File: src/shared/fbsc_pkg.sv
/*
 contents: constants, state encodings and carrier structs for the flash boot
 and security control block.
 assumptions: included by every design file of the block; no timescale here.
*/
package fbsc_pkg;
   // register offsets on the plain register port
   localparam logic [3:0] FBSC_OFF_BOOT_CTRL = 4'h0; // boot_program_control
   localparam logic [3:0] FBSC_OFF_UPD_CTRL = 4'h1; // flash_update_control
   localparam logic [3:0] FBSC_OFF_STATUS = 4'h2; // boot and security status
   localparam logic [3:0] FBSC_OFF_SEC_PROG = 4'h3; // security bit programming
   // command values written to boot_program_control
   localparam logic [7:0] FBSC_CMD_LDR_ISP = 8'h03;
   localparam logic [7:0] FBSC_CMD_SW_RESET = 8'h83;
   localparam logic [7:0] FBSC_CMD_APP_ISP = 8'h01;
   // security field positions, each bit active low
   localparam int FBSC_SEC_LOCK = 0;
   localparam int FBSC_SEC_INHIB = 1;
   localparam int FBSC_SEC_ENC = 2;
   localparam int FBSC_SEC_REBOOT = 3;
   localparam logic [3:0] FBSC_SEC_ERASED = 4'hF; // all bits inactive
   // status register field positions
   localparam int FBSC_ST_BANK = 0;
   localparam int FBSC_ST_PEND = 1;
   localparam int FBSC_ST_SEC = 4;
   localparam logic [7:0] FBSC_ZERO8 = 8'h00;
   // software reset pulse length in machine cycles
   localparam logic [3:0] FBSC_RST_PULSE = 4'h4;

   // which flash code is fetched from
   typedef enum logic [0:0] {
      FBSC_BANK_APP = 1'b0,
      FBSC_BANK_LDR = 1'b1
   } fbsc_bank_t;

   // isp sequencer
   typedef enum logic [1:0] {
      FBSC_RUN = 2'b00,
      FBSC_ARMED = 2'b01,
      FBSC_RESETTING = 2'b10
   } fbsc_state_t;

   // register port request
   typedef struct packed {
      logic [3:0] addr;
      logic [7:0] wdata;
      logic wr;
      logic rd;
   } fbsc_req_t;

   // code_table_read request from the core
   typedef struct packed {
      logic valid;
      logic from_ext; // instruction fetched from external memory
      logic target_int; // address points into internal flash
   } fbsc_tread_t;
endpackage

File: src/core/fbsc_top.sv
/*
 contents: flash boot and security control: boot bank choice, isp switching,
 security enforcement on code reads and port 0 encoding.
 assumptions: SYS_CLK is the machine cycle; register port strobes one cycle.
*/
`timescale 1ns/1ns
module fbsc_top
   import fbsc_pkg::*;
#(
   parameter logic [7:0] ENC_KEY = 8'hA5, // encoding key, arbitrary value
   parameter int SEC_W = 4
) (
   input wire logic SYS_CLK,
   input wire logic RST_N,
   input wire fbsc_req_t REG_REQ,
   output logic [7:0] REG_RDATA,
   input wire logic REBOOT_STRAP_PIN,
   input wire logic IDLE_ENTER,
   input wire logic IDLE_WAKE,
   input wire fbsc_tread_t TREAD_REQ,
   input wire logic [7:0] PORT0_DATA_IN,
   input wire logic [SEC_W-1:0] SEC_PROG_LOW,
   input wire logic SEC_PROG_STB,
   input wire logic CHIP_ERASE,
   output logic BANK_SEL,
   output logic CORE_RESET,
   output logic TREAD_GRANT,
   output logic ACCESS_BLOCK,
   output logic [7:0] PORT0_DATA_OUT,
   output logic [7:0] UPDATE_CTRL
);
   import fbsc_pkg::*;

   // state of the block, apart from the security bits held in u_sec
   typedef struct packed {
      fbsc_bank_t bank_q; // selected boot flash
      fbsc_state_t state_q; // isp sequencer
      logic [7:0] boot_ctrl_q; // boot_program_control
      logic [7:0] upd_ctrl_q; // flash_update_control
      logic [7:0] rdata_q; // read answer
      logic [3:0] rst_cnt_q; // software reset countdown
      logic core_rst_q; // core reset output
      logic grant_q; // code read granted
      logic block_q; // access refused
      logic [7:0] p0_q; // encoded port 0
      logic strap_done_q; // strap captured since reset
   } fbsc_st_t;

   fbsc_st_t st_q, st_d;
   logic [SEC_W-1:0] sec_bits; // active low security bits
   logic [SEC_W-1:0] sec_prog; // bits to be programmed this cycle
   logic wr_boot, wr_upd, wr_sec; // register write decodes
   logic lock_on, inhib_on, enc_on, reboot_on;

   // address compare shared by all write decodes
   function automatic logic hit(input fbsc_req_t r, input logic [3:0] off);
      hit = r.wr && (r.addr == off);
   endfunction

   assign wr_boot = hit(REG_REQ, FBSC_OFF_BOOT_CTRL);
   assign wr_upd = hit(REG_REQ, FBSC_OFF_UPD_CTRL);
   assign wr_sec = hit(REG_REQ, FBSC_OFF_SEC_PROG) | SEC_PROG_STB;
   // register port write uses low nibble; pin port takes precedence
   assign sec_prog = SEC_PROG_STB ? SEC_PROG_LOW :
                     (wr_sec ? REG_REQ.wdata[SEC_W-1:0] : '0);

   // decoded security controls, active low in storage
   assign lock_on = ~sec_bits[FBSC_SEC_LOCK];
   assign inhib_on = ~sec_bits[FBSC_SEC_INHIB];
   assign enc_on = ~sec_bits[FBSC_SEC_ENC];
   assign reboot_on = ~sec_bits[FBSC_SEC_REBOOT];

   // one-time bit store
   fbsc_sec_bits #(
      .WIDTH(SEC_W)
   ) u_sec (
      .clk(SYS_CLK),
      .rst_n(RST_N),
      .prog_low(sec_prog),
      .chip_erase(CHIP_ERASE),
      .bits(sec_bits)
   );

   // next state: one pass over every field of the block state
   always_comb begin
      st_d = st_q;
      // read data stands for one cycle only, zero otherwise
      st_d.rdata_q = FBSC_ZERO8;
      // strap takes effect once, at the first cycle after reset release
      if (!st_q.strap_done_q) begin
         st_d.strap_done_q = 1'b1;
         // strap wiring kept safe by the board, so this read is trusted
         if (reboot_on && !REBOOT_STRAP_PIN) begin
            // option bit programmed and strap low: loader boot
            st_d.bank_q = FBSC_BANK_LDR;
         end else begin
            // every other combination keeps the default bank
            st_d.bank_q = FBSC_BANK_APP;
         end
      end
      // register writes; settings refused while locked
      if (wr_boot && !lock_on) begin
         st_d.boot_ctrl_q = REG_REQ.wdata;
      end
      if (wr_upd && !lock_on) begin
         st_d.upd_ctrl_q = REG_REQ.wdata;
      end
      // register reads, answered next cycle
      if (REG_REQ.rd) begin
         unique case (REG_REQ.addr)
            FBSC_OFF_BOOT_CTRL: begin
               // locked settings read back as zero
               st_d.rdata_q = lock_on ? FBSC_ZERO8 : st_q.boot_ctrl_q;
            end
            FBSC_OFF_UPD_CTRL: begin
               // same refusal for the update control setting
               st_d.rdata_q = lock_on ? FBSC_ZERO8 : st_q.upd_ctrl_q;
            end
            FBSC_OFF_STATUS: begin
               // status stays readable so software can see the lock
               st_d.rdata_q[FBSC_ST_BANK] = st_q.bank_q;
               st_d.rdata_q[FBSC_ST_PEND] = (st_q.state_q == FBSC_ARMED);
               st_d.rdata_q[FBSC_ST_SEC +: SEC_W] = sec_bits;
            end
            default: st_d.rdata_q = FBSC_ZERO8; // unmapped reads zero
         endcase
      end
      // isp sequencer
      st_d.core_rst_q = 1'b0;
      unique case (st_q.state_q)
         FBSC_RUN: begin
            // software reset only means something while running the loader
            if (wr_boot && !lock_on && REG_REQ.wdata == FBSC_CMD_SW_RESET
                && st_q.bank_q == FBSC_BANK_LDR) begin
               st_d.bank_q = FBSC_BANK_APP;
               st_d.rst_cnt_q = FBSC_RST_PULSE;
               st_d.state_q = FBSC_RESETTING;
            end else if (IDLE_ENTER && (st_q.boot_ctrl_q == FBSC_CMD_LDR_ISP
                         || st_q.boot_ctrl_q == FBSC_CMD_APP_ISP)) begin
               // idle entry with a pending command arms the switch
               st_d.state_q = FBSC_ARMED;
            end
         end
         FBSC_ARMED: begin
            // wake-up decides whether the bank changes
            if (IDLE_WAKE) begin
               if (st_q.boot_ctrl_q == FBSC_CMD_LDR_ISP) begin
                  st_d.bank_q = FBSC_BANK_LDR;
                  st_d.rst_cnt_q = FBSC_RST_PULSE;
                  st_d.state_q = FBSC_RESETTING;
               end else begin
                  // loader code lives in the running bank: no switch
                  st_d.state_q = FBSC_RUN;
               end
            end
         end
         FBSC_RESETTING: begin
            // hold core in reset; bank already switched and kept
            st_d.core_rst_q = 1'b1;
            st_d.rst_cnt_q = st_q.rst_cnt_q - 4'h1;
            if (st_q.rst_cnt_q == 4'h1) begin
               // last reset cycle: back to running, command consumed
               st_d.state_q = FBSC_RUN;
               st_d.boot_ctrl_q = FBSC_ZERO8;
            end
         end
         default: begin
            // unused code: recover to running rather than hang
            st_d.state_q = FBSC_RUN;
         end
      endcase
      // code_table_read gating; answer registered, one cycle after the request
      st_d.grant_q = 1'b0;
      if (TREAD_REQ.valid) begin
         if (lock_on && TREAD_REQ.target_int) begin
            // lock hides internal code from every table read
            st_d.grant_q = 1'b0;
         end else if (!TREAD_REQ.from_ext) begin
            // reads issued from internal code are restricted only by the lock
            st_d.grant_q = 1'b1;
         end else begin
            // external code may not peek inside while inhibit is active
            st_d.grant_q = !(inhib_on && TREAD_REQ.target_int);
         end
      end
      // block flag lags the lock bit by one cycle, like every output
      st_d.block_q = lock_on;
      // port 0 encoding is a simple keyed xor; weak, but cheap and reversible
      st_d.p0_q = enc_on ? (PORT0_DATA_IN ^ ENC_KEY) : PORT0_DATA_IN;
   end

   // state register; async reset puts the block back to default boot
   always_ff @(posedge SYS_CLK or negedge RST_N) begin
      if (!RST_N) begin
         st_q <= '{bank_q: FBSC_BANK_APP,
                  state_q: FBSC_RUN,
                  boot_ctrl_q: 8'h00,
                  upd_ctrl_q: 8'h00,
                  rdata_q: 8'h00,
                  rst_cnt_q: 4'h0,
                  core_rst_q: 1'b0,
                  grant_q: 1'b0,
                  block_q: 1'b0,
                  p0_q: 8'h00,
                  strap_done_q: 1'b0};
      end else begin
         st_q <= st_d;
      end
   end

   // outputs straight from the state register
   assign REG_RDATA = st_q.rdata_q;
   assign BANK_SEL = st_q.bank_q;
   assign CORE_RESET = st_q.core_rst_q;
   assign TREAD_GRANT = st_q.grant_q;
   assign ACCESS_BLOCK = st_q.block_q;
   assign PORT0_DATA_OUT = st_q.p0_q;
   assign UPDATE_CTRL = st_q.upd_ctrl_q;

   // checks: boot bank choice at reset release

   // no strap condition: application flash
   default_boot_a: assert property (@(posedge SYS_CLK) disable iff (!RST_N)
      !st_q.strap_done_q && !(reboot_on && !REBOOT_STRAP_PIN) |=> BANK_SEL == FBSC_BANK_APP)
      else $error("default boot not application");

   // option bit and low strap: loader flash
   strap_boot_a: assert property (@(posedge SYS_CLK) disable iff (!RST_N)
      !st_q.strap_done_q && reboot_on && !REBOOT_STRAP_PIN |=> BANK_SEL == FBSC_BANK_LDR)
      else $error("strap reboot missed");

   // checks: isp sequencing

   // wake after 03H: loader bank, then four reset cycles
   ldr_switch_a: assert property (@(posedge SYS_CLK) disable iff (!RST_N)
      st_q.state_q == FBSC_ARMED && IDLE_WAKE && st_q.boot_ctrl_q == FBSC_CMD_LDR_ISP
      |=> BANK_SEL == FBSC_BANK_LDR ##1 CORE_RESET [*4]) else $error("loader switch wrong");

   // 83H from the loader: application bank, then reset
   app_return_a: assert property (@(posedge SYS_CLK) disable iff (!RST_N)
      st_q.state_q == FBSC_RUN && wr_boot && !lock_on && REG_REQ.wdata == FBSC_CMD_SW_RESET
      && BANK_SEL == FBSC_BANK_LDR |=> BANK_SEL == FBSC_BANK_APP ##1 CORE_RESET)
      else $error("return to application wrong");

   // wake after 01H: neither bank change nor reset
   app_stay_a: assert property (@(posedge SYS_CLK) disable iff (!RST_N)
      st_q.state_q == FBSC_ARMED && IDLE_WAKE && st_q.boot_ctrl_q == FBSC_CMD_APP_ISP
      |=> $stable(BANK_SEL) && !CORE_RESET) else $error("bank moved on 01H");

   // checks: security enforcement

   // locked setting reads as zero
   lock_read_a: assert property (@(posedge SYS_CLK) disable iff (!RST_N)
      lock_on && REG_REQ.rd && REG_REQ.addr == FBSC_OFF_UPD_CTRL |=> REG_RDATA == 8'h00)
      else $error("locked register readable");

   // locked setting ignores writes
   upd_locked_a: assert property (@(posedge SYS_CLK) disable iff (!RST_N)
      lock_on && wr_upd |=> $stable(UPDATE_CTRL))
      else $error("locked register written");

   // block flag set the cycle after the lock bit is set
   block_follow_a: assert property (@(posedge SYS_CLK) disable iff (!RST_N)
      lock_on |=> ACCESS_BLOCK)
      else $error("block flag missing");

   // external table read into internal code refused under inhibit
   tread_inhib_a: assert property (@(posedge SYS_CLK) disable iff (!RST_N)
      TREAD_REQ.valid && TREAD_REQ.from_ext && TREAD_REQ.target_int && inhib_on |=> !TREAD_GRANT)
      else $error("inhibited table read granted");

   // internal table read always granted while unlocked
   tread_int_a: assert property (@(posedge SYS_CLK) disable iff (!RST_N)
      TREAD_REQ.valid && !TREAD_REQ.from_ext && !lock_on |=> TREAD_GRANT)
      else $error("internal table read refused");

   // encoded port 0 image
   encode_a: assert property (@(posedge SYS_CLK) disable iff (!RST_N)
      enc_on |=> PORT0_DATA_OUT == ($past(PORT0_DATA_IN) ^ ENC_KEY))
      else $error("port 0 not encoded");

   // plain port 0 image while encryption is off
   plain_port_a: assert property (@(posedge SYS_CLK) disable iff (!RST_N)
      !enc_on |=> PORT0_DATA_OUT == $past(PORT0_DATA_IN))
      else $error("port 0 altered");

   // bank only moves for a reset or an isp step
   strap_once_a: assert property (@(posedge SYS_CLK) disable iff (!RST_N)
      st_q.strap_done_q && st_q.state_q == FBSC_RUN && !wr_boot |=> $stable(BANK_SEL))
      else $error("bank changed without cause");

   // main scenarios reached
   isp_ldr_c: cover property (@(posedge SYS_CLK) disable iff (!RST_N)
      st_q.state_q == FBSC_ARMED ##1 st_q.state_q == FBSC_RESETTING);
   sw_reset_c: cover property (@(posedge SYS_CLK) disable iff (!RST_N)
      BANK_SEL == FBSC_BANK_LDR ##1 BANK_SEL == FBSC_BANK_APP);
   tread_block_c: cover property (@(posedge SYS_CLK) disable iff (!RST_N)
      TREAD_REQ.valid && TREAD_REQ.from_ext && inhib_on);
   strap_ldr_c: cover property (@(posedge SYS_CLK) disable iff (!RST_N)
      !st_q.strap_done_q && reboot_on && !REBOOT_STRAP_PIN);
endmodule

File: src/core/fbsc_sec_bits.sv
/*
 contents: one-time security bit store; bits only move toward active (low), except on chip erase.
 assumptions: chip erase comes from the programming controller as a pulse;
 the cells keep their value through reset, so erase must run once at power-up.
*/
`timescale 1ns/1ns
module fbsc_sec_bits
   import fbsc_pkg::*;
#(
   parameter int WIDTH = 4
) (
   input wire logic clk,
   input wire logic rst_n,
   input wire logic [WIDTH-1:0] prog_low, // bits to activate
   input wire logic chip_erase,
   output logic [WIDTH-1:0] bits
);
   import fbsc_pkg::*;
   typedef struct packed {logic [WIDTH-1:0] bits_q;} fbsc_sec_st_t;
   fbsc_sec_st_t st_q, st_d;

   // programming may only clear bits; erase restores all
   always_comb begin
      st_d = st_q;
      if (chip_erase) begin
         st_d.bits_q = {WIDTH{1'b1}};
      end else begin
         st_d.bits_q = st_q.bits_q & ~prog_low;
      end
   end

   // models the nonvolatile cells; no reset, a reset must not undo a bit
   always_ff @(posedge clk) begin
      st_q <= st_d;
   end

   assign bits = st_q.bits_q;

   sticky_low_a: assert property (@(posedge clk) disable iff (!rst_n)
      !chip_erase |=> (bits & ~$past(bits)) == '0) else $error("security bit released");
endmodule

File: config.mk
export PLATFORM = sky130hd
export DESIGN_NAME = fbsc_top
export DESIGN_NICKNAME = d
export VERILOG_FILES = /design/src/shared/fbsc_pkg.sv /design/src/core/fbsc_top.sv /design/src/core/fbsc_sec_bits.sv
export SDC_FILE = /design/constraint.sdc
export NUM_CORES = 1
export LEC_CHECK = 0
export BUFFER_PORTS_ARGS = -buffer_cell sky130_fd_sc_hd__clkbuf_2
export CAP_MARGIN = 20
export CORE_ASPECT_RATIO = 0.75
export CORE_MARGIN = 3
export CORE_UTILIZATION = 44
export DETAILED_ROUTE_END_ITERATION = 10
export GPL_ROUTABILITY_DRIVEN = 0
export PLACE_DENSITY = 0.77
export SYNTH_ARGS = -nofsm -noshare
export SYNTH_HDL_FRONTEND = slang
export SYNTH_HIERARCHICAL = 1
export SYNTH_SLANG_ARGS = --single-unit
File: constraint.sdc
create_clock -name SYS_CLK -period 1.45 [get_ports SYS_CLK]
set_input_delay 0.0725 -clock SYS_CLK [delete_from_list [all_inputs] [get_ports SYS_CLK]]
set_output_delay 0.0725 -clock SYS_CLK [all_outputs]
set_load 0.01 [all_outputs]
==> results_dict.tcl, run 1 <==
set metrics [dict create \
    multi_input_area_um2 805 \
    start_util_pct 47.3 \
    numCtsBuffers 5 \
    drtPass1Iterations 4 \
    maxSlewViolCount 0 \
    antenna_found_initial 0 \
    clock_path_buffers 2 \
    final_cells 326 \
    rows 21 \
    arrival_ns 1.59 \
    regArea_mm2 0.00116 \
    wl_per_cell_um 14.7 \
    synthCells 205 \
    period_minus_slack_ns 1.35 \
    insertion_delay_ns 0.30 \
    hp-class "in -> reg" \
    rsz0062_at_grt "no" \
    die_area_mm2 0.00590 \
    synth.area.top_cells "dfrtp_1, buf_4, mux2_2" \
    dp_hpwl_um 3620 \
    grtUsageTotal_pct 17.1 \
    fin_util_pct 58.3 \
    critPathCaptureType "register" \
    synth-adder-area-share_pct 1.14 \
    grt-ovfl-total 0 \
    timing.final.crit_share_pct 93.0 \
    cp_max_fo 5 \
    yosys.area.top_type "dfrtp_1" \
    port_buffers 63 \
    fmaxAchievable_mhz 742 \
    synthMostInstantiatedCell "dfrtp_1" \
    via_per_inst 5.11 \
    grt_first_pass_wirelength_um 7690 \
    synthFlopType "dfrtp_1" \
    synth_cell_types 44 \
    synth_edf_count 0 \
    htree_levels 2 \
    dieWidth_um 87.7 \
    cap_violations 0 \
    fin_setup_tns_ns 0 \
    crit_path_start_kind "register" \
    ys_ff_latch 47 \
    r2r_slack_ns 0.10 \
    powerDensity_mw_per_mm2 1190 \
    cts_sinks 47 \
    synth_compound_area_share_pct 13.1 \
    antenna_cells 0 \
    peakVddDrop_mv 0.697 \
    grt_max_degree 44 \
    status "finished, final reports clean" \
    dieHeight_um 67.3 \
    synthToLayoutAreaGrowth_pct 23.1 \
    grt_pass1_vias 1564 \
    wl_um 4800 \
    synth.avg_cell_area_um2 10.7 \
    crit_type "reg -> reg" \
    clkSlewWorstSetupHoldPaths_ns 0.09 \
    cts_tree "done" \
    drc 0 \
    placed_cells 305 \
    ant_nets 0 \
    finClkSkew_ns 0.00798 \
    synthMuxAreaShare_pct 4.09 \
    async_reset_ff_share_pct 91.5 \
    root_buffer "clkbuf_8" \
    synth_top_family_by_area "simple AND/OR/NAND/NOR gates" \
    crit_required_ns 1.69 \
    nNetsFinal 306 \
    drive_above_1_share_pct 36.8 \
    yosysSeqAreaShare_pct 52.5 \
    setup_viol 0 \
    p_leak_nw 1.32 \
    num_vias 1665 \
    finalHoldViolCount 0 \
    synth_nets 243 \
    ys_warn_count 6 \
    synth.top_cell.area_share_pct 48.9 \
    synthSimpleGateAreaFrac_pct 15.9 \
    ios 64 \
    syn_area_mm2 0.00220 \
    nFillCells 404 \
    drt-initial-drc-count 109 \
    synthTopCellsByCount "dfrtp_1, buf_4, nand2_1, inv_1, nand3_1" \
    core-area_mm2 0.00465 \
    synth-xor-area-share_pct 1.59 \
]
-- cell families after synthesis --
family | count (synthesis)
buffers and inverters | 40
AO/OA/AOI/OAI | 42
other | 1
multiplexers | 8
flip-flops | 47
AND/OR/NAND/NOR | 61
adder cells (fa/ha/maj) | 2
XOR/XNOR | 4
-- cell type report --
| class | count | area share [%] |
|---|---|---|
| well taps | 57 | 2.63 |
| clock buffers | 6 | 3.05 |
| clock inverters | 2 | 0.600 |
| multi-input cells | 118 | 29.7 |
| repair buffers | 85 | 19.9 |
| inverters | 11 | 1.52 |
| flip-flops and latches | 47 | 42.7 |
-- cells in the final DEF (no fill, tap or decap), drive strengths merged, types with 5 or more instances in the layout --
master       count
clkbuf          69
dfrtp           43
nor2             7
mux2             8
a21o             5
a22oi            7
a21oi            9
nand2           22
dlygate4sd3     13
nand3           12
o21ai            9
inv             11
buf              9
-- worst max-delay path: stages (launching register included) --
cell	delay (ns)
dfxtp_1	0.35
buf_4	0.14
o21ai_0	0.08
a21boi_1	0.15
dlygate4sd3_1	0.57
-- metrics by stage --
| step | setup slack (ns) | hold slack (ns) | power [mW] | cell area, µm² |
|---|---|---|---|---|
| 2_1_floorplan | 0.103 | -0.223 | 2.18 | 2200 |
| 3_3_place_gp | 0.0855 | 0.0637 | 2.36 | 2470 |
| 3_5_place_dp | 0.0283 | 0.0669 | 2.39 | 2470 |
| 4_1_cts | 0.0151 | 0.0180 | 3.25 | 2700 |
| 5_1_grt | 0.0130 | 0.0221 | 3.44 | 2710 |
| 6_report | 0.102 | 0.0200 | 3.23 | 2710 |
-- flip-flops by register name (all words and copies together), names as in the netlist --
name            cells
REG_RDATA           8
TREAD_GRANT         1
st_q               15
u_sec/bits          4
UPDATE_CTRL         8
BANK_SEL            1
CORE_RESET          1
PORT0_DATA_OUT      8
ACCESS_BLOCK        1
-- metal layers --
| layer | up-vias | global-route usage [%] | wire (µm) | part of all wire, % |
|---|---|---|---|---|
| met3 | 5 | 3.78 | 309 | 6.4 |
| met5 | - | 0 | 0 | 0 |
| met1 | 787 | 24.8 | 2320 | 48 |
| met2 | 57 | 25.8 | 2140 | 45 |
| li1 | 816 | - | - | - |
| met4 | 0 | 4.79 | 40 | 0.83 |
-- what timing repair did --
action	CTS	global route
hold buffers	13	0
setup endpoints to repair	0	16
buffers inserted	0	0
resized for setup	0	5
hold endpoints to repair	57	0
-- final timing paths --
| path | from | to | cells past startpoint |
|---|---|---|---|
| max in group asynchronous | RST_N | REG_RDATA[5] | 3 |
| hold reg to reg | u_sec/bits[1] | REG_RDATA[5] | 2 |
| setup reg to reg | u_sec/bits[0] | TREAD_GRANT | 4 |
| min in group asynchronous | RST_N | UPDATE_CTRL[4] | 3 |
| setup / recovery | u_sec/bits[0] | TREAD_GRANT | 4 |
| hold / removal | REG_REQ[7] | st_q[37] | 3 |
-- where the power goes --
part / total, mW / leakage (nW) / switching (mW) / internal (mW)
clock network: 0.831 / 0.0474 / 0.442 / 0.389
registers: 1.73 / 0.581 / 0.195 / 1.53
logic: 0.673 / 0.693 / 0.332 / 0.341
total: 3.23 / 1.32 / 0.969 / 2.26
(Power assumes the default switching activity.)
==> run 2: changes to the inputs <==
--- a/config.mk
+++ b/config.mk
@@ -8,7 +8,7 @@
 export BUFFER_PORTS_ARGS = -buffer_cell sky130_fd_sc_hd__clkbuf_2
 export CAP_MARGIN = 20
 export CORE_ASPECT_RATIO = 0.75
-export CORE_MARGIN = 3
+export CORE_MARGIN = 5
 export CORE_UTILIZATION = 44
 export DETAILED_ROUTE_END_ITERATION = 10
 export GPL_ROUTABILITY_DRIVEN = 0
==> results_dict.tcl, run 2 (synthesis results as in run 1) <==
set metrics [dict create \
    status "finished, final reports clean" \
    drtPass1Iterations 4 \
    fmaxAchievable_mhz 736 \
    grt_max_degree 44 \
    nFillCells 441 \
    grt_first_pass_wirelength_um 8570 \
    maxSlewViolCount 0 \
    start_util_pct 45.2 \
    htree_levels 2 \
    arrival_ns 1.60 \
    drt-initial-drc-count 172 \
    core-area_mm2 0.00487 \
    placed_area_mm2 0.00245 \
    clkSlewWorstSetupHoldPaths_ns 0.09 \
    cp_max_fo 4 \
    grtUsageTotal_pct 16.5 \
    die_area_mm2 0.00653 \
    nNetsFinal 306 \
    num_vias 1743 \
    p_leak_nw 1.33 \
    dieWidth_um 91.7 \
    wl_um 5040 \
    fin_area_mm2 0.00271 \
    antenna_cells 0 \
    tightestPinTransition_ns 0.534 \
    synthToLayoutAreaGrowth_pct 23.1 \
    crit_required_ns 1.69 \
    root_buffer "clkbuf_8" \
    antenna_found_initial 0 \
    regMostFlops "st_q" \
    hp-class "in -> reg" \
    via_per_inst 5.30 \
    grt-ovfl-total 0 \
    crit_type "reg -> reg" \
    finClkSkew_ns 0.00367 \
    crit_path_start_kind "register" \
    cap_violations 0 \
    setup_viol 0 \
    cts_sinks 47 \
    rsz0062_at_grt "no" \
    cts_tree "done" \
    period_minus_slack_ns 1.36 \
    grt_pass1_vias 1775 \
    maxSlewHeadroom_pct 64.4 \
    dieHeight_um 71.3 \
    clock_path_buffers 2 \
    ios 64 \
    critPathCaptureType "register" \
    rows 22 \
    powerDensity_mw_per_mm2 1270 \
    dp_hpwl_um 3670 \
    finalHoldViolCount 0 \
    wl_per_cell_um 15.3 \
    drive_above_1_share_pct 36.8 \
    drc 0 \
    largest_reg_flops 15 \
    timing.final.crit_share_pct 93.7 \
    insertion_delay_ns 0.30 \
    final_common_cell "clkbuf_2" \
    ant_nets 0 \
    layout_common_cells "clkbuf_2, dfrtp_1, nand2_1" \
    peakVddDrop_mv 0.697 \
    fin_setup_tns_ns 0 \
    numCtsBuffers 5 \
    multi_input_area_um2 802 \
    port_buffers 63 \
    regArea_mm2 0.00116 \
]
run 2: layout make-up:
cell class	instances	share of cell area, %
repair buffers	85	18.9
well taps	60	2.77
clock buffers	6	3.05
clock inverters	2	1.43
inverters	11	1.52
multi-input cells	118	29.6
flip-flops and latches	47	42.7
run 2: stage by stage:
| step | setup WS, ns | util [%] | total power, mW | instances | hold slack [ns] |
|---|---|---|---|---|---|
| 2_1_floorplan | 0.103 | - | 2.18 | 205 | -0.223 |
| 3_3_place_gp | 0.0737 | 50.2 | 2.36 | 308 | 0.172 |
| 3_5_place_dp | 0.0419 | 50.2 | 2.39 | 308 | 0.175 |
| 4_1_cts | 0.0196 | 55.4 | 3.46 | 329 | 0.0142 |
| 5_1_grt | 0.00348 | 55.6 | 3.67 | 329 | 0.0158 |
| 6_report | 0.0916 | 55.6 | 3.43 | 329 | 0.0248 |
run 2: repair_timing:
item,4_1_cts,5_1_grt
resized for setup,0,3
endpoints found under the hold margin,56,0
endpoints found under the setup margin,0,14
hold buffers,13,0
setup buffers,0,0
run 2: per-layer routing:
layer	up-vias	track usage, %	share of wire [%]
li1	817	-	-
met1	847	23.1	47
met2	71	25.7	45
met3	8	4.20	6.4
met4	0	4.18	1.0
met5	-	0	0
run 2: path summary, 6_finish.rpt:
path                                    start        endpoint  slack (ns)  cells past startpoint
worst min register to register  u_sec/bits[1]   u_sec/bits[1]        0.49                      1
worst max-delay path            u_sec/bits[0]     TREAD_GRANT        0.09                      4
worst min-delay path               REG_REQ[6]        st_q[36]        0.02                      3
max in group asynchronous               RST_N  UPDATE_CTRL[6]        0.70                      3
min in group asynchronous               RST_N     TREAD_GRANT        0.37                      3
worst max register to register  u_sec/bits[0]     TREAD_GRANT        0.09                      4
run 2: critical path, cell delays in order, from the launching register on:
cell and delay [ns]:
dfxtp_1 0.38, buf_4 0.14, o21ai_0 0.07, a21boi_0 0.15, dlygate4sd3_1 0.56
run 2: power by group:
part | total, mW | switching (mW) | internal [mW] | leakage, nW
Sequential | 1.73 | 0.199 | 1.53 | 0.581
Combinational | 0.676 | 0.340 | 0.336 | 0.686
Clock | 1.03 | 0.459 | 0.567 | 0.0618
Total | 3.43 | 0.998 | 2.44 | 1.33
==> run 3: changes to the inputs <==
--- a/config.mk
+++ b/config.mk
@@ -9,10 +9,10 @@
 export CAP_MARGIN = 20
 export CORE_ASPECT_RATIO = 0.75
 export CORE_MARGIN = 5
-export CORE_UTILIZATION = 44
+export CORE_UTILIZATION = 46
 export DETAILED_ROUTE_END_ITERATION = 10
 export GPL_ROUTABILITY_DRIVEN = 0
-export PLACE_DENSITY = 0.77
+export PLACE_DENSITY = 0.8
 export SYNTH_ARGS = -nofsm -noshare
 export SYNTH_HDL_FRONTEND = slang
 export SYNTH_HIERARCHICAL = 1
==> results_dict.tcl, run 3 (synthesis results as in run 1) <==
set metrics [dict create \
    status "finished, final reports clean" \
    nNetsFinal 307 \
    drc 0 \
    largest_reg_flops 15 \
    regMostFlops "st_q" \
    htree_levels 2 \
    timing.final.crit_share_pct 91.2 \
    arrival_ns 1.49 \
    wl_um 5220 \
    wl_per_cell_um 16.0 \
    cap_violations 0 \
    port_buffers 63 \
    cts_tree "done" \
    die_area_mm2 0.00628 \
    ant_nets 0 \
    numCtsBuffers 5 \
    rsz0062_at_grt "no" \
    critPathCaptureType "register" \
    rows 21 \
    hp-class "in -> reg" \
    core-area_mm2 0.00455 \
    finalHoldViolCount 0 \
    root_buffer "clkbuf_8" \
    num_vias 1745 \
    start_util_pct 48.4 \
    crit_required_ns 1.62 \
    maxSlewViolCount 0 \
    ios 64 \
    cts_sinks 47 \
    synthToLayoutAreaGrowth_pct 23.4 \
    clkSlewWorstSetupHoldPaths_ns 0.08 \
    layout_common_cells "clkbuf_2, dfrtp_1, nand2_1" \
    final_cells 327 \
    power_mw 3.29 \
    fin_setup_tns_ns 0 \
    antenna_found_initial 0 \
    slowest_stage "and4bb_2" \
    grt_first_pass_wirelength_um 8710 \
    grtUsageTotal_pct 17.6 \
    grt_pass1_vias 1801 \
    period_minus_slack_ns 1.32 \
    dieHeight_um 69.9 \
    via_per_inst 5.34 \
    clock_path_buffers 2 \
    insertion_delay_ns 0.30 \
    finClkSkew_ns 0.00447 \
    cp_max_fo 6 \
    dp_hpwl_um 4020 \
    powerDensity_mw_per_mm2 1210 \
    p_leak_nw 1.33 \
    placed_cells 306 \
    dieWidth_um 89.9 \
    final_common_cell "clkbuf_2" \
    critical_path.cell_chain "and4bb_2, nand2_4, nor3_2, o32ai_1" \
    grt_max_degree 26 \
    peakVddDrop_mv 0.548 \
    post_cts.repair.setup_buffers 0 \
    crit_path_start_kind "register" \
    setup_viol 0 \
    grt-ovfl-total 0 \
    drt-initial-drc-count 139 \
    critPathMaxStageDelay_ns 0.37 \
    crit_type "reg -> reg" \
    drtPass1Iterations 4 \
    antenna_cells 0 \
    fmaxAchievable_mhz 756 \
    drive_above_1_share_pct 37.4 \
]
## run 3: changes by cell type in the layout (fill, tap and decap cells not counted), sizes merged
cell / before / now
buf: 9 / 10
clkinvlp: 0 / 1
inv: 12 / 11
clkbuf: 69 / 70
bufinv: 1 / 0
## run 3: layout make-up
cell class | count | area (µm²)
Clock buffer | 7 | 96.3
Clock inverter | 1 | 7.51
Fill cell | 388 | 1830
Inverter | 11 | 41.3
Multi-Input combinational cell | 118 | 811
Sequential cell | 47 | 1160
Tap cell | 57 | 71.3
Timing Repair Buffer | 86 | 533
## run 3: per-layer routing
layer	vias up	routed length (µm)	GRT usage [%]	part of all wire (%)
met3	11	578	6.01	11
met1	806	2110	22.2	40
met5	-	0	0	0
li1	825	-	-	-
met2	103	2390	26.2	46
met4	0	142	9.92	2.7
## run 3: per-stage QoR
| step | hold slack [ns] | utilization (%) | area (µm²) | setup WS, ns |
|---|---|---|---|---|
| 2_1_floorplan | -0.223 | - | 2200 | 0.103 |
| 3_3_place_gp | 0.0585 | 54.2 | 2460 | 0.0860 |
| 3_5_place_dp | 0.0645 | 54.2 | 2460 | 0.0329 |
| 4_1_cts | 0.00478 | 59.3 | 2700 | 0.0376 |
| 5_1_grt | 0.0409 | 59.8 | 2720 | 0.0280 |
| 6_report | 0.0175 | 59.8 | 2720 | 0.127 |
## run 3: repair_timing
| action | in CTS | in global routing |
|---|---|---|
| resized for setup | 0 | 6 |
| hold buffers | 13 | 0 |
| endpoints found under the setup margin | 0 | 16 |
| hold endpoints to repair | 31 | 0 |
## run 3: critical path: cells and delay by family, from the launching register on
kind               cells  cell delay (ns)
and+or+nand+nor        3             0.68
DFF                    1             0.36
AOI/OAI and AO/OA      1             0.15
## run 3: report_power, final
| part | switching (mW) | internal, mW |
|---|---|---|
| registers | 0.199 | 1.53 |
| clock network | 0.425 | 0.433 |
| logic | 0.353 | 0.342 |
## run 3: final timing paths
path / start / endpoint / slack [ns] / cells past startpoint
setup / recovery: u_sec/bits[0] / st_q[40] / 0.13 / 4
setup reg to reg: u_sec/bits[0] / st_q[40] / 0.13 / 4
hold / removal: REG_REQ[6] / st_q[36] / 0.02 / 3
hold reg to reg: u_sec/bits[1] / u_sec/bits[1] / 0.48 / 1
max in group asynchronous: RST_N / REG_RDATA[5] / 0.70 / 3
min in group asynchronous: RST_N / ACCESS_BLOCK / 0.26 / 2
